**config.mk**
```make
export PLATFORM = sky130hd
export DESIGN_NAME = dps_serial_control
export DESIGN_NICKNAME = d
export VERILOG_FILES = /design/src/rtl/dps_pkg.sv /design/src/rtl/dps_serial_control.sv
export SDC_FILE = /design/constraint.sdc
export NUM_CORES = 1
export LEC_CHECK = 0
export ABC_AREA = 1
export BUFFER_PORTS_ARGS = -buffer_cell sky130_fd_sc_hd__buf_2
export CORE_MARGIN = 5
export CORE_UTILIZATION = 50
export CTS_CLUSTER_DIAMETER = 100
export DETAILED_ROUTE_END_ITERATION = 8
export GPL_ROUTABILITY_DRIVEN = 1
export MAX_ROUTING_LAYER = met4
export PLACE_DENSITY = 0.7
export SYNTH_ARGS = -nofsm -noshare
export SYNTH_HDL_FRONTEND = slang
export SYNTH_SLANG_ARGS = --single-unit
export TNS_END_PERCENT = 30
```
**constraint.sdc**
```tcl
create_clock -name pclk -period 5.2 [get_ports pclk]
set_clock_uncertainty 0.05 [all_clocks]
set_input_delay 1.3 -clock pclk [delete_from_list [all_inputs] [get_ports pclk]]
set_output_delay 1.3 -clock pclk [all_outputs]
set_load 0.05 [all_outputs]
```
**src/rtl/dps_pkg.sv**
```systemverilog
/*
 * constants, field layouts and carrier types of the dual synthesizer control block.
 * assumes a single pclk domain; serial pins and mode pin are asynchronous to it.
 */
// Function
// - serial data is shifted in on each rising serial clock edge while enable is low, msb first.
// - enable rising edge moves the shifted word into its destination register.
// - short loads select some registers by length alone, without address bits.
// - 8, 16, 24 clocks pick control, reference holding, loop; 32 carries address.
// - serial clock edges never shift while enable is high.
// - two 16-bit holding registers double-buffer reference and secondary loop ratios.
// - a loop register write copies both holding registers into their dividers.
// - external reference mode only when select bit is one and mode pin high.
// - secondary reference ratio is the low sixteen bits of its register.
// - with mode low, auxiliary output divides reference by 8, 10 or 12.5.
// - main loop ratio is the low eighteen bits of the loop register.
// - keep-alive runs during reference standby unless multiplier set inactive.
// - pump mode bits give low only, high only, both, or both floating.
// - control float bit forces both main pumps to float regardless of mode.
// - control float bit forces the secondary detector output to float.
// - adapt timer leaves pumps to the mode bits, then floats high pump and enables low pump.
// - adapt timeout may switch main counters to a second set of ratios.
// - main lock window set by a loop bit; secondary window fixed.
// - lock output ands active loops, follows one if other idles, low if both.
// - converter codes from converter register, zero is low power, reset zero.
// - three-state second output from two bits, one also main loop standby.
// - open-drain third output follows a single secondary reference register bit.
// - first output: 00 static level, 01 main ref, 10 secondary ref, 11 pd pulse.
package dps_pkg;
    localparam logic [7:0] A_CTRL = 8'h00;
    localparam logic [7:0] A_HREF = 8'h04;
    localparam logic [7:0] A_LOOP = 8'h08;
    localparam logic [7:0] A_DAC = 8'h0C;
    localparam logic [7:0] A_HSEC = 8'h10;
    localparam logic [7:0] A_SREF = 8'h14;
    localparam logic [7:0] A_AREF = 8'h18;
    localparam logic [7:0] A_ALOOP = 8'h1C;
    localparam logic [7:0] A_STAT = 8'h20;
    localparam logic [7:0] A_DIV = 8'h24;
    // serial address nibble values
    localparam logic [3:0] S_CTRL = 4'h0;
    localparam logic [3:0] S_HREF = 4'h1;
    localparam logic [3:0] S_LOOP = 4'h2;
    localparam logic [3:0] S_DAC = 4'h3;
    localparam logic [3:0] S_HSEC = 4'h4;
    localparam logic [3:0] S_SREF = 4'h5;
    localparam logic [5:0] LEN_CTRL = 6'd8;
    localparam logic [5:0] LEN_HREF = 6'd16;
    localparam logic [5:0] LEN_LOOP = 6'd24;
    localparam logic [5:0] LEN_ADDR = 6'd32;
    // control bits
    localparam int C_LEVEL = 7;
    localparam int C_EXTSEL = 6;
    localparam int C_MFLOAT = 5;
    localparam int C_SFLOAT = 4;
    localparam int C_OUTB = 3;
    localparam int C_REFSB = 2;
    localparam int C_MAINSB = 1;
    localparam int C_SECSB = 0;
    // loop register fields
    localparam int L_MODE = 18;
    localparam int L_TMR = 20;
    localparam int L_WIN = 22;
    localparam int L_ALT = 23;
    // secondary reference fields
    localparam int R_AUX = 16;
    localparam int R_MULT = 18;
    localparam int R_OUTA = 20;
    localparam int R_OUTC = 22;
    localparam logic [1:0] MULT_OFF = 2'b11;
    localparam logic [1:0] PM_LO = 2'b00;
    localparam logic [1:0] PM_HI = 2'b01;
    localparam logic [1:0] PM_BOTH = 2'b10;
    localparam logic [7:0] RST_CTRL = 8'h00;
    localparam logic [15:0] RST_16 = 16'h0000;
    localparam logic [23:0] RST_24 = 24'h00_0000;
    // adapt timer unit
    localparam int CLK_MHZ = 100;
    localparam int ADAPT_UNIT_NS = 1000;
    localparam logic [11:0] ADAPT_UNIT_CYC = 12'(ADAPT_UNIT_NS * CLK_MHZ / 1000);
    // aux divide ratios, doubled so 12.5 is whole
    localparam logic [4:0] AUX_X2_8 = 5'd16;
    localparam logic [4:0] AUX_X2_10 = 5'd20;
    localparam logic [4:0] AUX_X2_12P5 = 5'd25;
    typedef struct packed {
        logic hi_oe_n;
        logic lo_oe_n;
    } dps_pump_t;
    typedef struct packed {
        logic sclk;
        logic sdin;
        logic enb_n;
        logic mode;
    } dps_pins_t;
endpackage

```
**src/rtl/dps_serial_control.sv**
```systemverilog
/*
 * dual synthesizer control: three-wire serial loader, apb register slave,
 * double-buffered dividers, pump/adapt control, lock combine, general outputs.
 * assumes serial pins and mode pin are asynchronous; counters and lock
 * detectors outside supply pulses and lock levels on pclk.
 */
// Chosen here: the register addresses and the APB slave port.
module dps_serial_control (
    input wire logic pclk,
    input wire logic presetn,
    input wire logic ce,
    input wire logic psel,
    input wire logic penable,
    input wire logic pwrite,
    input wire logic [7:0] paddr,
    input wire logic [31:0] pwdata,
    output logic [31:0] prdata,
    output logic pready,
    output logic pslverr,
    input wire dps_pkg::dps_pins_t pins,
    input wire logic main_ref_pulse,
    input wire logic sec_ref_pulse,
    input wire logic pd_pulse,
    input wire logic main_lock,
    input wire logic second_lock,
    output logic [15:0] main_ref_ratio,
    output logic [17:0] main_loop_ratio,
    output logic [15:0] second_ref_ratio,
    output logic [15:0] second_loop_ratio,
    output logic external_reference_mode,
    output logic aux_active,
    output logic [4:0] aux_ratio_x2,
    output logic keepalive_en,
    output logic main_window_sel,
    output dps_pkg::dps_pump_t pump,
    output logic second_detector_float,
    output logic lock_indicate,
    output logic [7:0] converter_out_one,
    output logic [7:0] converter_out_two,
    output logic converter_one_lowpwr,
    output logic converter_two_lowpwr,
    output logic out_a,
    output logic out_b,
    output logic out_b_oe_n,
    output logic out_c_oe_n
);
    dps_pkg::dps_pins_t meta_r;
    dps_pkg::dps_pins_t sync_r;
    logic sclk_d_r;
    logic enb_d_r;
    logic [31:0] shift_r;
    logic [5:0] count_r;
    logic [7:0] ctrl_r;
    logic [15:0] main_ref_holding_r;
    logic [23:0] loop_r;
    logic [15:0] dac_r;
    logic [15:0] second_loop_holding_r;
    logic [23:0] sref_r;
    logic [15:0] alt_ref_r;
    logic [17:0] alt_loop_r;
    logic [15:0] ref_div_r;
    logic [15:0] sec_div_r;
    logic [11:0] unit_r;
    logic [1:0] tmr_r;
    logic adapt_run_r;
    logic adapt_done_r;
    logic [31:0] rdata_nxt;
    logic sclk_rise;
    logic enb_rise;
    logic s_load;
    logic s_ctrl;
    logic s_href;
    logic s_loop;
    logic s_dac;
    logic s_hsec;
    logic s_sref;
    logic [23:0] s_data;
    logic a_wr;
    logic a_map;
    logic loop_wr;
    logic main_sb;
    logic sec_sb;
    logic hi_on;
    logic lo_on;

    // two flops on every pin before use
    always_ff @(posedge pclk or negedge presetn) begin
        if (!presetn) begin
            // idle enable high, so no false release edge after reset
            meta_r <= '{sclk: 1'b0, sdin: 1'b0, enb_n: 1'b1, mode: 1'b0};
            sync_r <= '{sclk: 1'b0, sdin: 1'b0, enb_n: 1'b1, mode: 1'b0};
        end else if (ce) begin
            meta_r <= pins;
            sync_r <= meta_r;
        end
    end

    always_ff @(posedge pclk or negedge presetn) begin
        if (!presetn) begin
            sclk_d_r <= 1'b0;
            enb_d_r <= 1'b1;
        end else if (ce) begin
            sclk_d_r <= sync_r.sclk;
            enb_d_r <= sync_r.enb_n;
        end
    end

    assign sclk_rise = sync_r.sclk & ~sclk_d_r;
    assign enb_rise = sync_r.enb_n & ~enb_d_r;

    // count saturates so overlong bursts never alias to a short load
    always_ff @(posedge pclk or negedge presetn) begin
        if (!presetn) begin
            shift_r <= 32'h0000_0000;
            count_r <= 6'd0;
        end else if (ce) begin
            if (sync_r.enb_n) begin
                if (!sync_r.sclk) begin
                    count_r <= 6'd0;
                end
            end else if (sclk_rise) begin
                shift_r <= {shift_r[30:0], sync_r.sdin};
                if (count_r != 6'd63) begin
                    count_r <= count_r + 6'd1;
                end
            end
        end
    end

    // destination decode at enable release
    assign s_load = enb_rise;
    assign s_data = (count_r == dps_pkg::LEN_ADDR) ? shift_r[23:0] : shift_r[23:0];
    always_comb begin
        s_ctrl = 1'b0;
        s_href = 1'b0;
        s_loop = 1'b0;
        s_dac = 1'b0;
        s_hsec = 1'b0;
        s_sref = 1'b0;
        if (s_load) begin
            case (count_r)
                dps_pkg::LEN_CTRL: s_ctrl = 1'b1;
                dps_pkg::LEN_HREF: s_href = 1'b1;
                dps_pkg::LEN_LOOP: s_loop = 1'b1;
                dps_pkg::LEN_ADDR: begin
                    s_ctrl = shift_r[31:28] == dps_pkg::S_CTRL;
                    s_href = shift_r[31:28] == dps_pkg::S_HREF;
                    s_loop = shift_r[31:28] == dps_pkg::S_LOOP;
                    s_dac = shift_r[31:28] == dps_pkg::S_DAC;
                    s_hsec = shift_r[31:28] == dps_pkg::S_HSEC;
                    s_sref = shift_r[31:28] == dps_pkg::S_SREF;
                end
                default: ;
            endcase
        end
    end

    // apb: zero wait while ce is high, error on unmapped
    assign a_wr = psel & penable & pwrite & ce;
    assign pready = ce;
    always_comb begin
        a_map = 1'b1;
        rdata_nxt = 32'h0000_0000;
        case (paddr)
            dps_pkg::A_CTRL: rdata_nxt = {24'h00_0000, ctrl_r};
            dps_pkg::A_HREF: rdata_nxt = {16'h0000, main_ref_holding_r};
            dps_pkg::A_LOOP: rdata_nxt = {8'h00, loop_r};
            dps_pkg::A_DAC: rdata_nxt = {16'h0000, dac_r};
            dps_pkg::A_HSEC: rdata_nxt = {16'h0000, second_loop_holding_r};
            dps_pkg::A_SREF: rdata_nxt = {8'h00, sref_r};
            dps_pkg::A_AREF: rdata_nxt = {16'h0000, alt_ref_r};
            dps_pkg::A_ALOOP: rdata_nxt = {14'h0000, alt_loop_r};
            dps_pkg::A_STAT: rdata_nxt = {26'h000_0000, count_r == 6'd0, external_reference_mode,
                                           lock_indicate, adapt_done_r, adapt_run_r, sync_r.mode};
            dps_pkg::A_DIV: rdata_nxt = {sec_div_r, ref_div_r};
            default: a_map = 1'b0;
        endcase
    end
    assign pslverr = psel & penable & ~a_map;

    always_ff @(posedge pclk or negedge presetn) begin
        if (!presetn) begin
            prdata <= 32'h0000_0000;
        end else if (ce && psel && !penable && !pwrite) begin
            prdata <= rdata_nxt;
        end
    end

    // serial load wins over an apb write in the same cycle
    always_ff @(posedge pclk or negedge presetn) begin
        if (!presetn) begin
            ctrl_r <= dps_pkg::RST_CTRL;
            main_ref_holding_r <= dps_pkg::RST_16;
            loop_r <= dps_pkg::RST_24;
            dac_r <= dps_pkg::RST_16;
            second_loop_holding_r <= dps_pkg::RST_16;
            sref_r <= dps_pkg::RST_24;
            alt_ref_r <= dps_pkg::RST_16;
            alt_loop_r <= 18'h0_0000;
        end else if (ce) begin
            if (s_ctrl) ctrl_r <= s_data[7:0];
            else if (a_wr && paddr == dps_pkg::A_CTRL) ctrl_r <= pwdata[7:0];
            if (s_href) main_ref_holding_r <= s_data[15:0];
            else if (a_wr && paddr == dps_pkg::A_HREF) main_ref_holding_r <= pwdata[15:0];
            if (s_loop) loop_r <= s_data;
            else if (a_wr && paddr == dps_pkg::A_LOOP) loop_r <= pwdata[23:0];
            if (s_dac) dac_r <= s_data[15:0];
            else if (a_wr && paddr == dps_pkg::A_DAC) dac_r <= pwdata[15:0];
            if (s_hsec) second_loop_holding_r <= s_data[15:0];
            else if (a_wr && paddr == dps_pkg::A_HSEC) second_loop_holding_r <= pwdata[15:0];
            if (s_sref) sref_r <= s_data;
            else if (a_wr && paddr == dps_pkg::A_SREF) sref_r <= pwdata[23:0];
            if (a_wr && paddr == dps_pkg::A_AREF) alt_ref_r <= pwdata[15:0];
            if (a_wr && paddr == dps_pkg::A_ALOOP) alt_loop_r <= pwdata[17:0];
        end
    end

    assign loop_wr = s_loop | (a_wr & ~s_loop & (paddr == dps_pkg::A_LOOP));

    // holding registers only reach the counters on a loop write
    always_ff @(posedge pclk or negedge presetn) begin
        if (!presetn) begin
            ref_div_r <= dps_pkg::RST_16;
            sec_div_r <= dps_pkg::RST_16;
        end else if (ce && loop_wr) begin
            ref_div_r <= main_ref_holding_r;
            sec_div_r <= second_loop_holding_r;
        end
    end

    // adapt timer: code times unit, restarted by every loop write
    always_ff @(posedge pclk or negedge presetn) begin
        if (!presetn) begin
            unit_r <= 12'd0;
            tmr_r <= 2'd0;
            adapt_run_r <= 1'b0;
            adapt_done_r <= 1'b0;
        end else if (ce) begin
            if (loop_wr) begin
                adapt_done_r <= 1'b0;
                adapt_run_r <= 1'b0;
                unit_r <= 12'd0;
                tmr_r <= 2'd0;
            end else if (!adapt_run_r && !adapt_done_r && loop_r[dps_pkg::L_TMR +: 2] != 2'b00) begin
                adapt_run_r <= 1'b1;
                tmr_r <= loop_r[dps_pkg::L_TMR +: 2];
                unit_r <= dps_pkg::ADAPT_UNIT_CYC - 12'd1;
            end else if (adapt_run_r) begin
                if (unit_r != 12'd0) begin
                    unit_r <= unit_r - 12'd1;
                end else if (tmr_r == 2'd1) begin
                    adapt_run_r <= 1'b0;
                    adapt_done_r <= 1'b1;
                end else begin
                    tmr_r <= tmr_r - 2'd1;
                    unit_r <= dps_pkg::ADAPT_UNIT_CYC - 12'd1;
                end
            end
        end
    end

    // second ratio set engaged only after timeout
    always_ff @(posedge pclk or negedge presetn) begin
        if (!presetn) begin
            main_ref_ratio <= dps_pkg::RST_16;
            main_loop_ratio <= 18'h0_0000;
            second_ref_ratio <= dps_pkg::RST_16;
            second_loop_ratio <= dps_pkg::RST_16;
        end else if (ce) begin
            if (adapt_done_r && loop_r[dps_pkg::L_ALT]) begin
                main_ref_ratio <= alt_ref_r;
                main_loop_ratio <= alt_loop_r;
            end else begin
                main_ref_ratio <= ref_div_r;
                main_loop_ratio <= loop_r[17:0];
            end
            second_ref_ratio <= sref_r[15:0];
            second_loop_ratio <= sec_div_r;
        end
    end

    assign main_sb = ctrl_r[dps_pkg::C_MAINSB];
    assign sec_sb = ctrl_r[dps_pkg::C_SECSB];

    // pump enables; timeout overrides the programmed mode
    always_comb begin
        case (loop_r[dps_pkg::L_MODE +: 2])
            dps_pkg::PM_LO: {hi_on, lo_on} = 2'b01;
            dps_pkg::PM_HI: {hi_on, lo_on} = 2'b10;
            dps_pkg::PM_BOTH: {hi_on, lo_on} = 2'b11;
            default: {hi_on, lo_on} = 2'b00;
        endcase
        if (adapt_done_r) begin
            {hi_on, lo_on} = 2'b01;
        end
    end

    // mode pin gates ext reference and aux output
    always_ff @(posedge pclk or negedge presetn) begin
        if (!presetn) begin
            pump <= '1;
            second_detector_float <= 1'b1;
            external_reference_mode <= 1'b0;
            aux_active <= 1'b0;
            aux_ratio_x2 <= dps_pkg::AUX_X2_8;
            keepalive_en <= 1'b0;
            main_window_sel <= 1'b0;
            lock_indicate <= 1'b0;
        end else if (ce) begin
            pump.hi_oe_n <= ~hi_on | ctrl_r[dps_pkg::C_MFLOAT] | main_sb;
            pump.lo_oe_n <= ~lo_on | ctrl_r[dps_pkg::C_MFLOAT] | main_sb;
            second_detector_float <= ctrl_r[dps_pkg::C_SFLOAT] | sec_sb;
            external_reference_mode <= ctrl_r[dps_pkg::C_EXTSEL] & sync_r.mode;
            // ratio divisibility while aux runs is left to software
            aux_active <= ~sync_r.mode & (sref_r[dps_pkg::R_AUX +: 2] != 2'b00);
            case (sref_r[dps_pkg::R_AUX +: 2])
                2'b10: aux_ratio_x2 <= dps_pkg::AUX_X2_10;
                2'b11: aux_ratio_x2 <= dps_pkg::AUX_X2_12P5;
                default: aux_ratio_x2 <= dps_pkg::AUX_X2_8;
            endcase
            keepalive_en <= ctrl_r[dps_pkg::C_REFSB] &
                            (sref_r[dps_pkg::R_MULT +: 2] != dps_pkg::MULT_OFF);
            main_window_sel <= loop_r[dps_pkg::L_WIN];
            case ({main_sb, sec_sb})
                2'b00: lock_indicate <= main_lock & second_lock;
                2'b01: lock_indicate <= main_lock;
                2'b10: lock_indicate <= second_lock;
                default: lock_indicate <= 1'b0;
            endcase
        end
    end

    // general outputs; b drives only while its enable bit is set
    always_ff @(posedge pclk or negedge presetn) begin
        if (!presetn) begin
            out_a <= 1'b0;
            out_b <= 1'b0;
            out_b_oe_n <= 1'b1;
            out_c_oe_n <= 1'b1;
            converter_out_one <= 8'h00;
            converter_out_two <= 8'h00;
            converter_one_lowpwr <= 1'b1;
            converter_two_lowpwr <= 1'b1;
        end else if (ce) begin
            case (sref_r[dps_pkg::R_OUTA +: 2])
                2'b00: out_a <= ctrl_r[dps_pkg::C_LEVEL];
                2'b01: out_a <= main_ref_pulse;
                2'b10: out_a <= sec_ref_pulse;
                default: out_a <= pd_pulse;
            endcase
            out_b <= main_sb;
            out_b_oe_n <= ~ctrl_r[dps_pkg::C_OUTB];
            out_c_oe_n <= ~sref_r[dps_pkg::R_OUTC];
            converter_out_one <= dac_r[7:0];
            converter_out_two <= dac_r[15:8];
            converter_one_lowpwr <= dac_r[7:0] == 8'h00;
            converter_two_lowpwr <= dac_r[15:8] == 8'h00;
        end
    end
endmodule

```
Word level (Yosys, flattened, before mapping)
Index checks and enable logic that the tools add are counted.

word-level totals
  register bits = 367
  input port bits = 55
  output and inout bits = 135

cells by class
  add/subtract/negate cells = 3
  equality and inequality tests = 35
  mux-type cells = 59
  bitwise operators = 28
  reductions and logical operators = 57

operators by type and width
  operator                 count
  $pmux W32 S10            1
  $mux W16                 7
  $mux W24                 4
  $mux W12                 5
  $eq A8 B5 Y1 const B     4
  $logic_not A8 Y1         3
  $mux W1                  24
  $mux W6                  4
  $reduce_bool A2 Y1       12
  $mux W18                 1
  $eq A8 B4 Y1 const B     2
  $eq A8 B6 Y1 const B     2
  $mux W8                  2
  $reduce_and A2 Y1        8
  $logic_and A1 B1 Y1      15
  $and A1 B1 Y1            12
  $eq A6 B5 Y1 const B     2
  $reduce_bool A12 Y1      1
  $sub A12 B1 Y12 const B  1
  $eq A2 B2 Y1 const B     5
  $mux W2                  5
  $not A1 Y1               10
  $reduce_or A10 Y1        1
  $eq A2 B1 Y1 const B     4
  other kinds (25)         47

Longest topological paths before layout
Gate-level depths: netlist of the first run.

  depth in word-level cells = 9
  mapped depth = 14
  gate-level depth less buffers = 13

Worst setup path before layout of the first run
OpenSTA, ideal clock, no wires.

  path kind = input to output
  start = input paddr[0]
  end = output pslverr
  arrival = 3407 ps
  required time = 3850 ps
  path slack = 443 ps
  stages on the path = 7
  path buffers = 1
  cells stage by stage = inv_1 -> nand2_2 -> nor2_1 -> nand2_1 -> nor2_1 -> buf_2 -> nor4_1

between the ends
  word-level cells in the longest chain between the ends = 5

RTL lines
  what                                        RTL line                   RTL
  start, declared                             dps_serial_control.sv:15   input wire logic [7:0] paddr,
  $eq A8 B3 Y1, or another cell as far along  dps_serial_control.sv:164  case (paddr)
  $reduce_or A10 Y1 (no source line) (*)      --
  $mux W1 (*)                                 dps_serial_control.sv:164
  $not A1 Y1 (*)                              dps_serial_control.sv:179  assign pslverr = psel & penable & ~a_map;
  $and A1 B1 Y1 (*)                           dps_serial_control.sv:179
  end, declared                               dps_serial_control.sv:19   output logic pslverr,

Every way passes the cells marked *; elsewhere a longest branch is shown, timed or not.

Worst setup path after layout of the first run
Same ends and word-level chain as after synthesis.

==> results of run 1 <==
placed cells by master (no fill, tap or decap), types with 6 or more instances in the layout:
| master | n |
|---|---|
| nor3_1 | 11 |
| clkbuf_8 | 14 |
| ha_1 | 7 |
| inv_1 | 161 |
| nand2_2 | 8 |
| o31ai_1 | 8 |
| clkinv_2 | 8 |
| buf_4 | 28 |
| o21ai_0 | 330 |
| dfrtp_1 | 354 |
| a21oi_1 | 82 |
| nand2_1 | 795 |
| nor2_1 | 147 |
| clkbuf_16 | 41 |
| dfstp_2 | 10 |
| nand3_1 | 124 |
| nand4_1 | 6 |
| buf_2 | 178 |
layer usage:
| layer | up-vias | track usage [%] | share of wire, % |
|---|---|---|---|
| met5 | - | - | 0 |
| met4 | 0 | 12.70 | 4.8 |
| met3 | 152 | 4.503 | 8.4 |
| met2 | 805 | 49.55 | 46 |
| met1 | 7720 | 44.02 | 41 |
| li1 | 7371 | - | - |
layout make-up:
class / count / area [um2]
Clock buffer: 60 / 1237
Tap cell: 455 / 569.3
Antenna cell: 1 / 2.502
Multi-Input combinational cell: 1567 / 6957
Inverter: 166 / 625.6
Sequential cell: 364 / 9121
Clock inverter: 12 / 117.6
Fill cell: 3210 / 14480
Timing Repair Buffer: 210 / 1176
power by group:
part	switching [W]	internal, W	leakage (nW)	total (W)
combinational	0.00103	0.000361	4.95	0.00139
clock	0.00117	0.00174	0.680	0.00292
sequential	0.000314	0.00315	4.50	0.00346
flip-flops by register name, summed over array words and instances, names as in the netlist, 18 cells and up:
register / count
main_loop_ratio: 18
prdata: 32
shift_r: 32
loop_r: 24
alt_loop_r: 18
sref_r: 24
worst register-to-register path, delay by kind of cell, from the launching register on:
kind                   cells  cell delay, ns
AOI/OAI and AO/OA          1            0.10
DFF                        1            0.55
and+or+nand+nor            5            1.52
buffers and inverters      3            1.34
worst max path at each step:
stage               startpoint  cells past startpoint       to
floorplan             paddr[0]                      7  pslverr
global placement      paddr[0]                      8  pslverr
detailed placement    paddr[0]                      8  pslverr
CTS                   paddr[0]                      8  pslverr
global route          paddr[0]                      8  pslverr
finish                paddr[0]                      8  pslverr
kinds of logic (layout without fill, tap and decap cells):
family,Yosys count,in the layout
xor+xnor,5,5
fa+ha+maj,7,7
other cells,2,3
mux,1,1
flops,364,364
buf+inv,283,448
simple gates,1109,1109
compound gates,443,443
through the flow:
step / util (%) / instance area [um2] / hold WS (ns)
3_5_place_dp: 53.81 / 18450 / 0.3749
2_1_floorplan: - / 17220 / 0.3554
6_report: 57.77 / 19810 / 0.3842
5_1_grt: 57.77 / 19810 / 0.4244
3_3_place_gp: 53.81 / 18450 / 0.3698
4_1_cts: 57.76 / 19800 / 0.3889
==> impl_metrics.py, run 1 <==
metrics = {
    "detailed_routing": {
        "routed_wl_um": 61110,
        "first_pass_iters": 6,
        "initialDrtViolationCount": 1703,
        "ant_nets": 0,
        "drcViolationCount": 0,
        "routedWlPerCell_um": 21.55,
        "via_per_inst": 5.661,
        "vias": 16050,
    },
    "timing": {
        "min_period_ns": 4.499,
        "tightestPinTransition_ns": 1.236,
        "hold_viol": 0,
        "max-slew-margin-rel_pct": 17.49,
        "setup_slack_ns": 0.7006,
        "setup_tns_ns": 0,
        "fmax_mhz": 222.3,
        "grt_setup_unrepaired": "no",
        "fin_crit_sh_pct": 86.53,
        "slew_viol_final": 0,
        "setup_viol": 0,
    },
    "final_layout": {
        "finalNonFillerCells": 2835,
        "syn_to_final_growth_pct": 15.04,
        "fin_nets": 2411,
        "drive_above_1_share_pct": 13.24,
    },
    "worst_setup_path": {
        "worstPathArrival_ns": 3.15,
        "crit_type": "input port to output pin",
        "required_ns": 3.85,
        "end_kind": "output pin",
        "max_stage_delay_ns": 0.77,
        "r2r_cells": 9,
        "critPathLaunchType": "input port",
        "critPathMaxFanout": 7,
        "cp_top_family": "simple AND/OR/NAND/NOR gates",
        "crit_buf_inv": 3,
        "r2r_end": "sec_div_r[0]$_DFFE_PN0P_",
        "rrSetupSlack_ns": 1.54,
        "cp_slowest_cell": "nor4_1",
        "crit_chain": "buf_2, inv_1, nand2_2, nor2_1, nand2_1, nor2_1, nor4_1, buf_2",
        "regToRegStartpoint": "sync_r[1]$_DFFE_PN1P_",
    },
    "yosys": {
        "netlist_instances": 2214,
        "synth_top_cell_by_area": "dfrtp_1",
        "ys_ff_latch": 364,
        "synth_compound_area_share_pct": 13.50,
        "syn_nets": 2276,
        "synthFlopType": "dfrtp_1",
        "netlist_area_um2": 17220,
        "ys_async_sr_fraction_pct": 100.0,
        "synth_edf_count": 0,
        "synth_top_family_by_area": "simple AND/OR/NAND/NOR gates",
        "postSynthAreaPerCell_um2": 7.776,
        "ys_seq_area_share_pct": 52.98,
        "yosysTopAreaCellShare_pct": 51.45,
        "yosysWarnings": 0,
        "yosys.area_share.simple_pct": 25.93,
        "synth_most_common_cell": "nand2_1",
        "synth_top_cells_by_area": "dfrtp_1 (51%), nand2_1 (17%), o21ai_0 (9.6%)",
        "synth_common_cells": "nand2_1 (795), dfrtp_1 (354), o21ai_0 (330)",
        "synthMuxAreaShare_pct": 0.06541,
        "post_synth_num_cell_types": 42,
        "synthAdderAreaFrac_pct": 0.5087,
        "synth-xor-area-share_pct": 0.2544,
    },
    "cts": {
        "clk_pin_slew_ns": 0.06,
        "cts_tree": "yes",
        "clk_path_buf_depth": 3,
        "ctsResizeCount": 0,
        "cts_made_buffers": 40,
        "insertion_delay_ns": 0.53,
        "cts_sinks": 364,
        "cts_setup_buffers": 0,
        "cts_max_level": 2,
        "cts_root_buf": "clkbuf_16",
        "ctsHoldBuffers": 0,
    },
    "placement": {
        "placedCellCount": 2762,
        "dp_hpwl_um": 43900,
        "post-place-ws_ns": 0.8517,
        "io_buffers": 179,
        "place.gp.congestion": 0.9821,
    },
    "hold_path": {
        "hold_end": "out_c_oe_n$_DFFE_PN1P_",
        "hold_depth": 1,
        "hp-start": "sref_r[22]$_DFFE_PN0P_",
        "hold_path_class": "flop to flop",
    },
    "floorplanning": {
        "die_y_um": 195.6,
        "coreArea_um2": 34290,
        "die-width_um": 195.6,
        "dieArea_um2": 38240,
        "io_pins": 190,
        "num_rows": 68,
        "start_util_pct": 50.21,
    },
    "job": {
        "cap_violations": 0,
    },
    "global_route": {
        "grt_pass1_vias": 15150,
        "grt_pass1_wl_um": 92830,
        "grt_usage_pct": 32.33,
        "overflow": 0,
        "grt_max_degree": 103,
        "grt_antenna_before_repair": 1,
    },
    "power_and_ir_drop": {
        "power_density_nw_per_um2": 392.2,
        "ir_drop_mv": 0.2340,
        "total_power_w": 0.007768,
        "leakage_nw": 10.13,
    },
    "outcome": {
        "status": "completed",
    },
}
No activity file was read; power rests on OpenSTA's default activity.
==> run 2, diff against run 1 <==
==> constraint.sdc (replaced) <==
create_clock -name pclk -period 5.2 [get_ports pclk]
set_clock_uncertainty 0.05 [all_clocks]
set_input_delay 1.3 -clock pclk [delete_from_list [all_inputs] [get_ports pclk]]
set_output_delay 1.3 -clock pclk [all_outputs]
set_load 0.02 [all_outputs]
==> run 2 against run 1 <==
Effect of this change:
- die area unchanged
- critical path depth unchanged
- power is 0.79% lower
- flip-flop and latch count unchanged
- critical endpoint unchanged
==> impl_metrics.py, run 2 (same netlist as run 1, synthesis figures left out) <==
metrics = {
    "worst_setup_path": {
        "worstPathArrival_ns": 2.94,
        "cp_slowest_cell": "nor4_1",
        "critPathMaxFanout": 7,
        "end_kind": "output pin",
        "r2r_end": "loop_r[13]$_DFFE_PN0P_",
        "critPathLaunchType": "input port",
        "max_stage_delay_ns": 0.67,
        "cp-startpoint": "paddr[0]",
        "crit_type": "input port to output pin",
        "rrSetupSlack_ns": 1.63,
        "r2r_cells": 8,
        "crit_chain": "buf_2, inv_1, nand2_2, nor2_1, nand2_1, nor2_1, nor4_1, buf_2",
        "endpoint": "pslverr",
        "required_ns": 3.85,
        "regToRegStartpoint": "sync_r[1]$_DFFE_PN1P_",
    },
    "global_route": {
        "grt_usage_pct": 31.58,
        "grt_max_degree": 124,
        "grt_pass1_vias": 15230,
        "grt_antenna_before_repair": 3,
        "grt_pass1_wl_um": 91290,
        "overflow": 0,
    },
    "power_and_ir_drop": {
        "power_density_nw_per_um2": 386.8,
        "p_sw_w": 0.002314,
        "p_seq_share_pct": 44.9,
        "comb_power_share_pct": 15.4,
        "clkPwrFrac_pct": 39.8,
        "p_sw_share_pct": 30.03,
        "ir_drop_mv": 0.2811,
        "total_power_w": 0.007706,
        "intPower_w": 0.005392,
        "leakage_nw": 10.17,
    },
    "floorplanning": {
        "coreArea_um2": 34290,
        "die-width_um": 195.6,
        "num_rows": 68,
        "start_util_pct": 50.21,
        "dieArea_um2": 38240,
        "die_y_um": 195.6,
        "io_pins": 190,
    },
    "cts": {
        "cts_root_buf": "clkbuf_16",
        "cts_made_buffers": 40,
        "cts_setup_buffers": 0,
        "insertion_delay_ns": 0.54,
        "cts_max_level": 2,
        "cts_tree": "yes",
        "clk_path_buf_depth": 3,
        "ctsHoldBuffers": 0,
        "ctsResizeCount": 0,
        "clk_pin_slew_ns": 0.06,
        "cts_sinks": 364,
    },
    "timing": {
        "setup_tns_ns": 0,
        "fmax_mhz": 233.1,
        "slew_viol_final": 0,
        "hold_slack_ns": 0.3830,
        "tightestPinTransition_ns": 1.280,
        "setup_viol": 0,
        "grt_setup_unrepaired": "no",
        "fin_crit_sh_pct": 82.50,
        "max-slew-margin-rel_pct": 14.58,
        "hold_viol": 0,
        "min_period_ns": 4.290,
    },
    "placement": {
        "placedCellCount": 2764,
        "dpl_cell_area_um2": 18480,
        "io_buffers": 179,
        "dp_hpwl_um": 42930,
        "place.gp.congestion": 0.9752,
    },
    "detailed_routing": {
        "initialDrtViolationCount": 1655,
        "routedWlPerCell_um": 20.91,
        "vias": 15990,
        "routed_wl_um": 59410,
        "via_per_inst": 5.630,
        "drcViolationCount": 0,
        "first_pass_iters": 6,
        "ant_nets": 0,
    },
    "job": {
        "cap_violations": 0,
    },
    "final_layout": {
        "final_common_cell": "nand2_1",
        "fin_area_um2": 19920,
        "largest_registers": "prdata x32, shift_r x32",
        "final_cell_mix": "nand2_1 (795), dfrtp_1 (354), o21ai_0 (330)",
        "finalNonFillerCells": 2841,
        "syn_to_final_growth_pct": 15.73,
        "drive_above_1_share_pct": 13.43,
        "fin_nets": 2413,
    },
    "hold_path": {
        "hold_path_class": "flop to flop",
    },
    "outcome": {
        "status": "completed",
    },
}
run 2: cell count changes in the layout (fill, tap and decap cells not counted), sizes merged:
cell	delta
bufinv	+3
clkinvlp	+3
buf	+2
clkbuf	-2
clkinv	-2
diode	+2
run 2: metal layers:
metal / up-vias / track usage [%] / share of wire [%]
met5: - / - / 0
met4: 0 / 13.71 / 5.5
met3: 167 / 4.952 / 8.7
met2: 799 / 47.55 / 45
met1: 7650 / 42.78 / 41
li1: 7378 / - / -
run 2: final cells by class:
cell class,count,area [um2]
fill,3161,14360
antenna,3,7.507
inverter,166,625.6
sequential,364,9121
clock buffer,58,1220
multi-input combinational,1567,6957
timing repair buffer,212,1204
clock inverter,16,220.2
tap,455,569.3
run 2: how the worst min path moves through the flow:
| stage | cells past startpoint | from | end |
|---|---|---|---|
| detailed placement | 1 | sref_r[22]$_DFFE_PN0P_ | out_c_oe_n$_DFFE_PN1P_ |
| floorplan | 1 | sref_r[22]$_DFFE_PN0P_ | out_c_oe_n$_DFFE_PN1P_ |
| finish | 1 | sref_r[22]$_DFFE_PN0P_ | out_c_oe_n$_DFFE_PN1P_ |
| CTS | 1 | sref_r[22]$_DFFE_PN0P_ | out_c_oe_n$_DFFE_PN1P_ |
| global route | 1 | sref_r[22]$_DFFE_PN0P_ | out_c_oe_n$_DFFE_PN1P_ |
| global placement | 1 | sref_r[22]$_DFFE_PN0P_ | out_c_oe_n$_DFFE_PN1P_ |
run 2: power by group through the flow:
stage / Combinational [W] / Sequential [W] / Clock, W
after floorplan: 0.000692 / 0.00349 / 0
after global placement: 0.00115 / 0.00348 / 0
after detailed placement: 0.00118 / 0.00349 / 0
after CTS: 0.00119 / 0.00345 / 0.00310
after global routing: 0.00134 / 0.00349 / 0.00322
final: 0.00118 / 0.00346 / 0.00306
run 2: critical path: cells and delay by family:
| kind | cells | cell delay, ns |
|---|---|---|
| AND/OR/NAND/NOR | 5 | 1.23 |
| buffers and inverters | 3 | 0.42 |
run 2: through the flow:
step	utilization [%]	setup slack [ns]
5_1_grt	58.11	0.9055
6_report	58.11	0.9098
2_1_floorplan	-	1.260
3_3_place_gp	53.89	0.9458
3_5_place_dp	53.89	0.9827
4_1_cts	58.09	0.9734
==> run 3, diff against run 2 <==
--- a/config.mk
+++ b/config.mk
@@ -13,7 +13,7 @@
 export DETAILED_ROUTE_END_ITERATION = 8
 export GPL_ROUTABILITY_DRIVEN = 1
 export MAX_ROUTING_LAYER = met4
-export PLACE_DENSITY = 0.7
+export PLACE_DENSITY = 0.72
 export SYNTH_ARGS = -nofsm -noshare
 export SYNTH_HDL_FRONTEND = slang
 export SYNTH_SLANG_ARGS = --single-unit
==> constraint.sdc (replaced) <==
create_clock -name pclk -period 3.7 [get_ports pclk]
set_clock_uncertainty 0.05 [all_clocks]
set_input_delay 0.925 -clock pclk [delete_from_list [all_inputs] [get_ports pclk]]
set_output_delay 0.925 -clock pclk [all_outputs]
set_load 0.02 [all_outputs]
==> run 3 against run 2 <==
Effect of this change:
- routed wire length up 4.4%
- power grew 41%
- highest routed layer unchanged
- non-clock buffer count is 13 higher
- combinational power increased by 44%
- die area stayed put
- cell area up 0.40%
- final cell count is 0.25% higher
==> impl_metrics.py, run 3 (same netlist as run 1, synthesis figures left out) <==
metrics = {
    "power_and_ir_drop": {
        "ir_drop_mv": 0.3187,
        "power_density_nw_per_um2": 541.6,
        "leakage_nw": 10.22,
    },
    "final_layout": {
        "final_cell_mix": "nand2_1 (795), dfrtp_1 (354), o21ai_0 (330)",
        "post-route-util_pct": 58.34,
        "syn_to_final_growth_pct": 16.19,
        "final_common_cell": "nand2_1",
        "fin_nets": 2427,
        "antenna_cells": 0,
        "drive_above_1_share_pct": 13.62,
        "largest_registers": "prdata x32, shift_r x32",
    },
    "cts": {
        "cts_made_buffers": 41,
        "cts_sinks": 364,
        "clk_pin_slew_ns": 0.06,
        "clk_path_buf_depth": 3,
        "insertion_delay_ns": 0.54,
        "cts_tree": "yes",
        "cts_setup_buffers": 0,
        "cts_max_level": 2,
        "ctsHoldBuffers": 0,
        "cts_root_buf": "clkbuf_16",
        "ctsResizeCount": 0,
    },
    "detailed_routing": {
        "first_pass_iters": 6,
        "routedWlPerCell_um": 21.77,
        "drcViolationCount": 0,
        "routed_wl_um": 62010,
        "ant_nets": 0,
        "initialDrtViolationCount": 1618,
        "vias": 15900,
        "via_per_inst": 5.582,
    },
    "global_route": {
        "overflow": 0,
        "grt_max_degree": 77,
        "grt_antenna_before_repair": 0,
        "grt_usage_pct": 32.97,
        "grt_pass1_vias": 15000,
        "grt_pass1_wl_um": 93700,
    },
    "placement": {
        "place.gp.congestion": 0.9724,
        "dp_hpwl_um": 44970,
        "io_buffers": 179,
    },
    "worst_setup_path": {
        "required_ns": 2.72,
        "critPathLaunchType": "input port",
        "rrSetupSlack_ns": 0.98,
        "crit_type": "input port to output pin",
        "end_kind": "output pin",
        "r2r_cells": 10,
        "worstPathArrival_ns": 2.20,
        "r2r_end": "main_ref_holding_r[7]$_DFFE_PN0P_",
        "critPathMaxFanout": 6,
        "regToRegStartpoint": "count_r[0]$_DFFE_PN0P_",
    },
    "timing": {
        "slew_viol_final": 0,
        "fin_crit_sh_pct": 85.74,
        "grt_setup_unrepaired": "no",
        "max-slew-margin-rel_pct": 17.28,
        "hold_viol": 0,
        "fmax_mhz": 315.2,
        "tightestPinTransition_ns": 1.239,
        "setup_viol": 0,
        "min_period_ns": 3.172,
        "setup_tns_ns": 0,
    },
    "outcome": {
        "status": "completed",
    },
    "floorplanning": {
        "die-width_um": 195.6,
        "io_pins": 190,
        "die_y_um": 195.6,
        "coreArea_um2": 34290,
        "start_util_pct": 50.21,
        "dieArea_um2": 38240,
        "num_rows": 68,
    },
    "hold_path": {
        "hold_path_class": "input port to async pin",
    },
    "job": {
        "cap_violations": 0,
    },
}
[run 3: how the worst max path moves through the flow]
stage                   from  cells past startpoint                          to  slack (ns)
floorplan           paddr[0]                      7                     pslverr        0.51
detailed placement  paddr[7]                      8  alt_loop_r[16]$_DFFE_PN0P_        0.54
global placement    paddr[7]                      8  alt_loop_r[16]$_DFFE_PN0P_        0.59
CTS                 paddr[0]                      9                     pslverr        0.55
global route        paddr[0]                      9                     pslverr        0.43
finish              paddr[0]                      9                     pslverr        0.53
[run 3: layer usage]
layer  vias to the layer above  part of all wire, %  global-route usage, %
li1                       7397                    -                      -
met1                      7632                   42                  45.03
met2                       709                   44                  49.05
met3                       159                  8.6                  6.159
met4                         0                  5.1                  13.29
met5                         -                    0                      -
[run 3: worst max-delay path: stages]
cell	delay, ns
buf_2	0.07
inv_1	0.04
nand2_2	0.17
nor2_1	0.08
nand2_1	0.14
nor2_1	0.08
nor4_1	0.31
buf_4	0.21
buf_2	0.17
[run 3: cell type report]
| cell class | instances | area (um2) |
|---|---|---|
| well taps | 455 | 569.3 |
| flip-flops and latches | 364 | 9121 |
| repair buffers | 225 | 1339 |
| clock inverters | 14 | 203.9 |
| multi-input cells | 1567 | 6957 |
| clock buffers | 57 | 1189 |
| fillers | 3215 | 14280 |
| inverters | 166 | 625.6 |
[run 3: power breakdown]
group          internal [W]  leakage [nW]  switching (W)
Sequential          0.00442          4.50       0.000476
Clock               0.00259         0.681        0.00165
Combinational      0.000514          5.04        0.00118
Total               0.00752          10.2        0.00331
[run 3: per-stage QoR]
stage | area [um2] | setup slack (ns) | cells | power, W | hold WS [ns]
floorplan | 17220 | 0.5102 | 2214 | 0.005873 | 0.3554
global placement | 18610 | 0.5947 | 2777 | 0.006587 | 0.3650
detailed placement | 18610 | 0.5421 | 2777 | 0.006629 | 0.3775
CTS | 20000 | 0.5493 | 2848 | 0.01085 | 0.3563
global route | 20000 | 0.4334 | 2848 | 0.01131 | 0.3807
finish | 20000 | 0.5275 | 2848 | 0.01084 | 0.3273
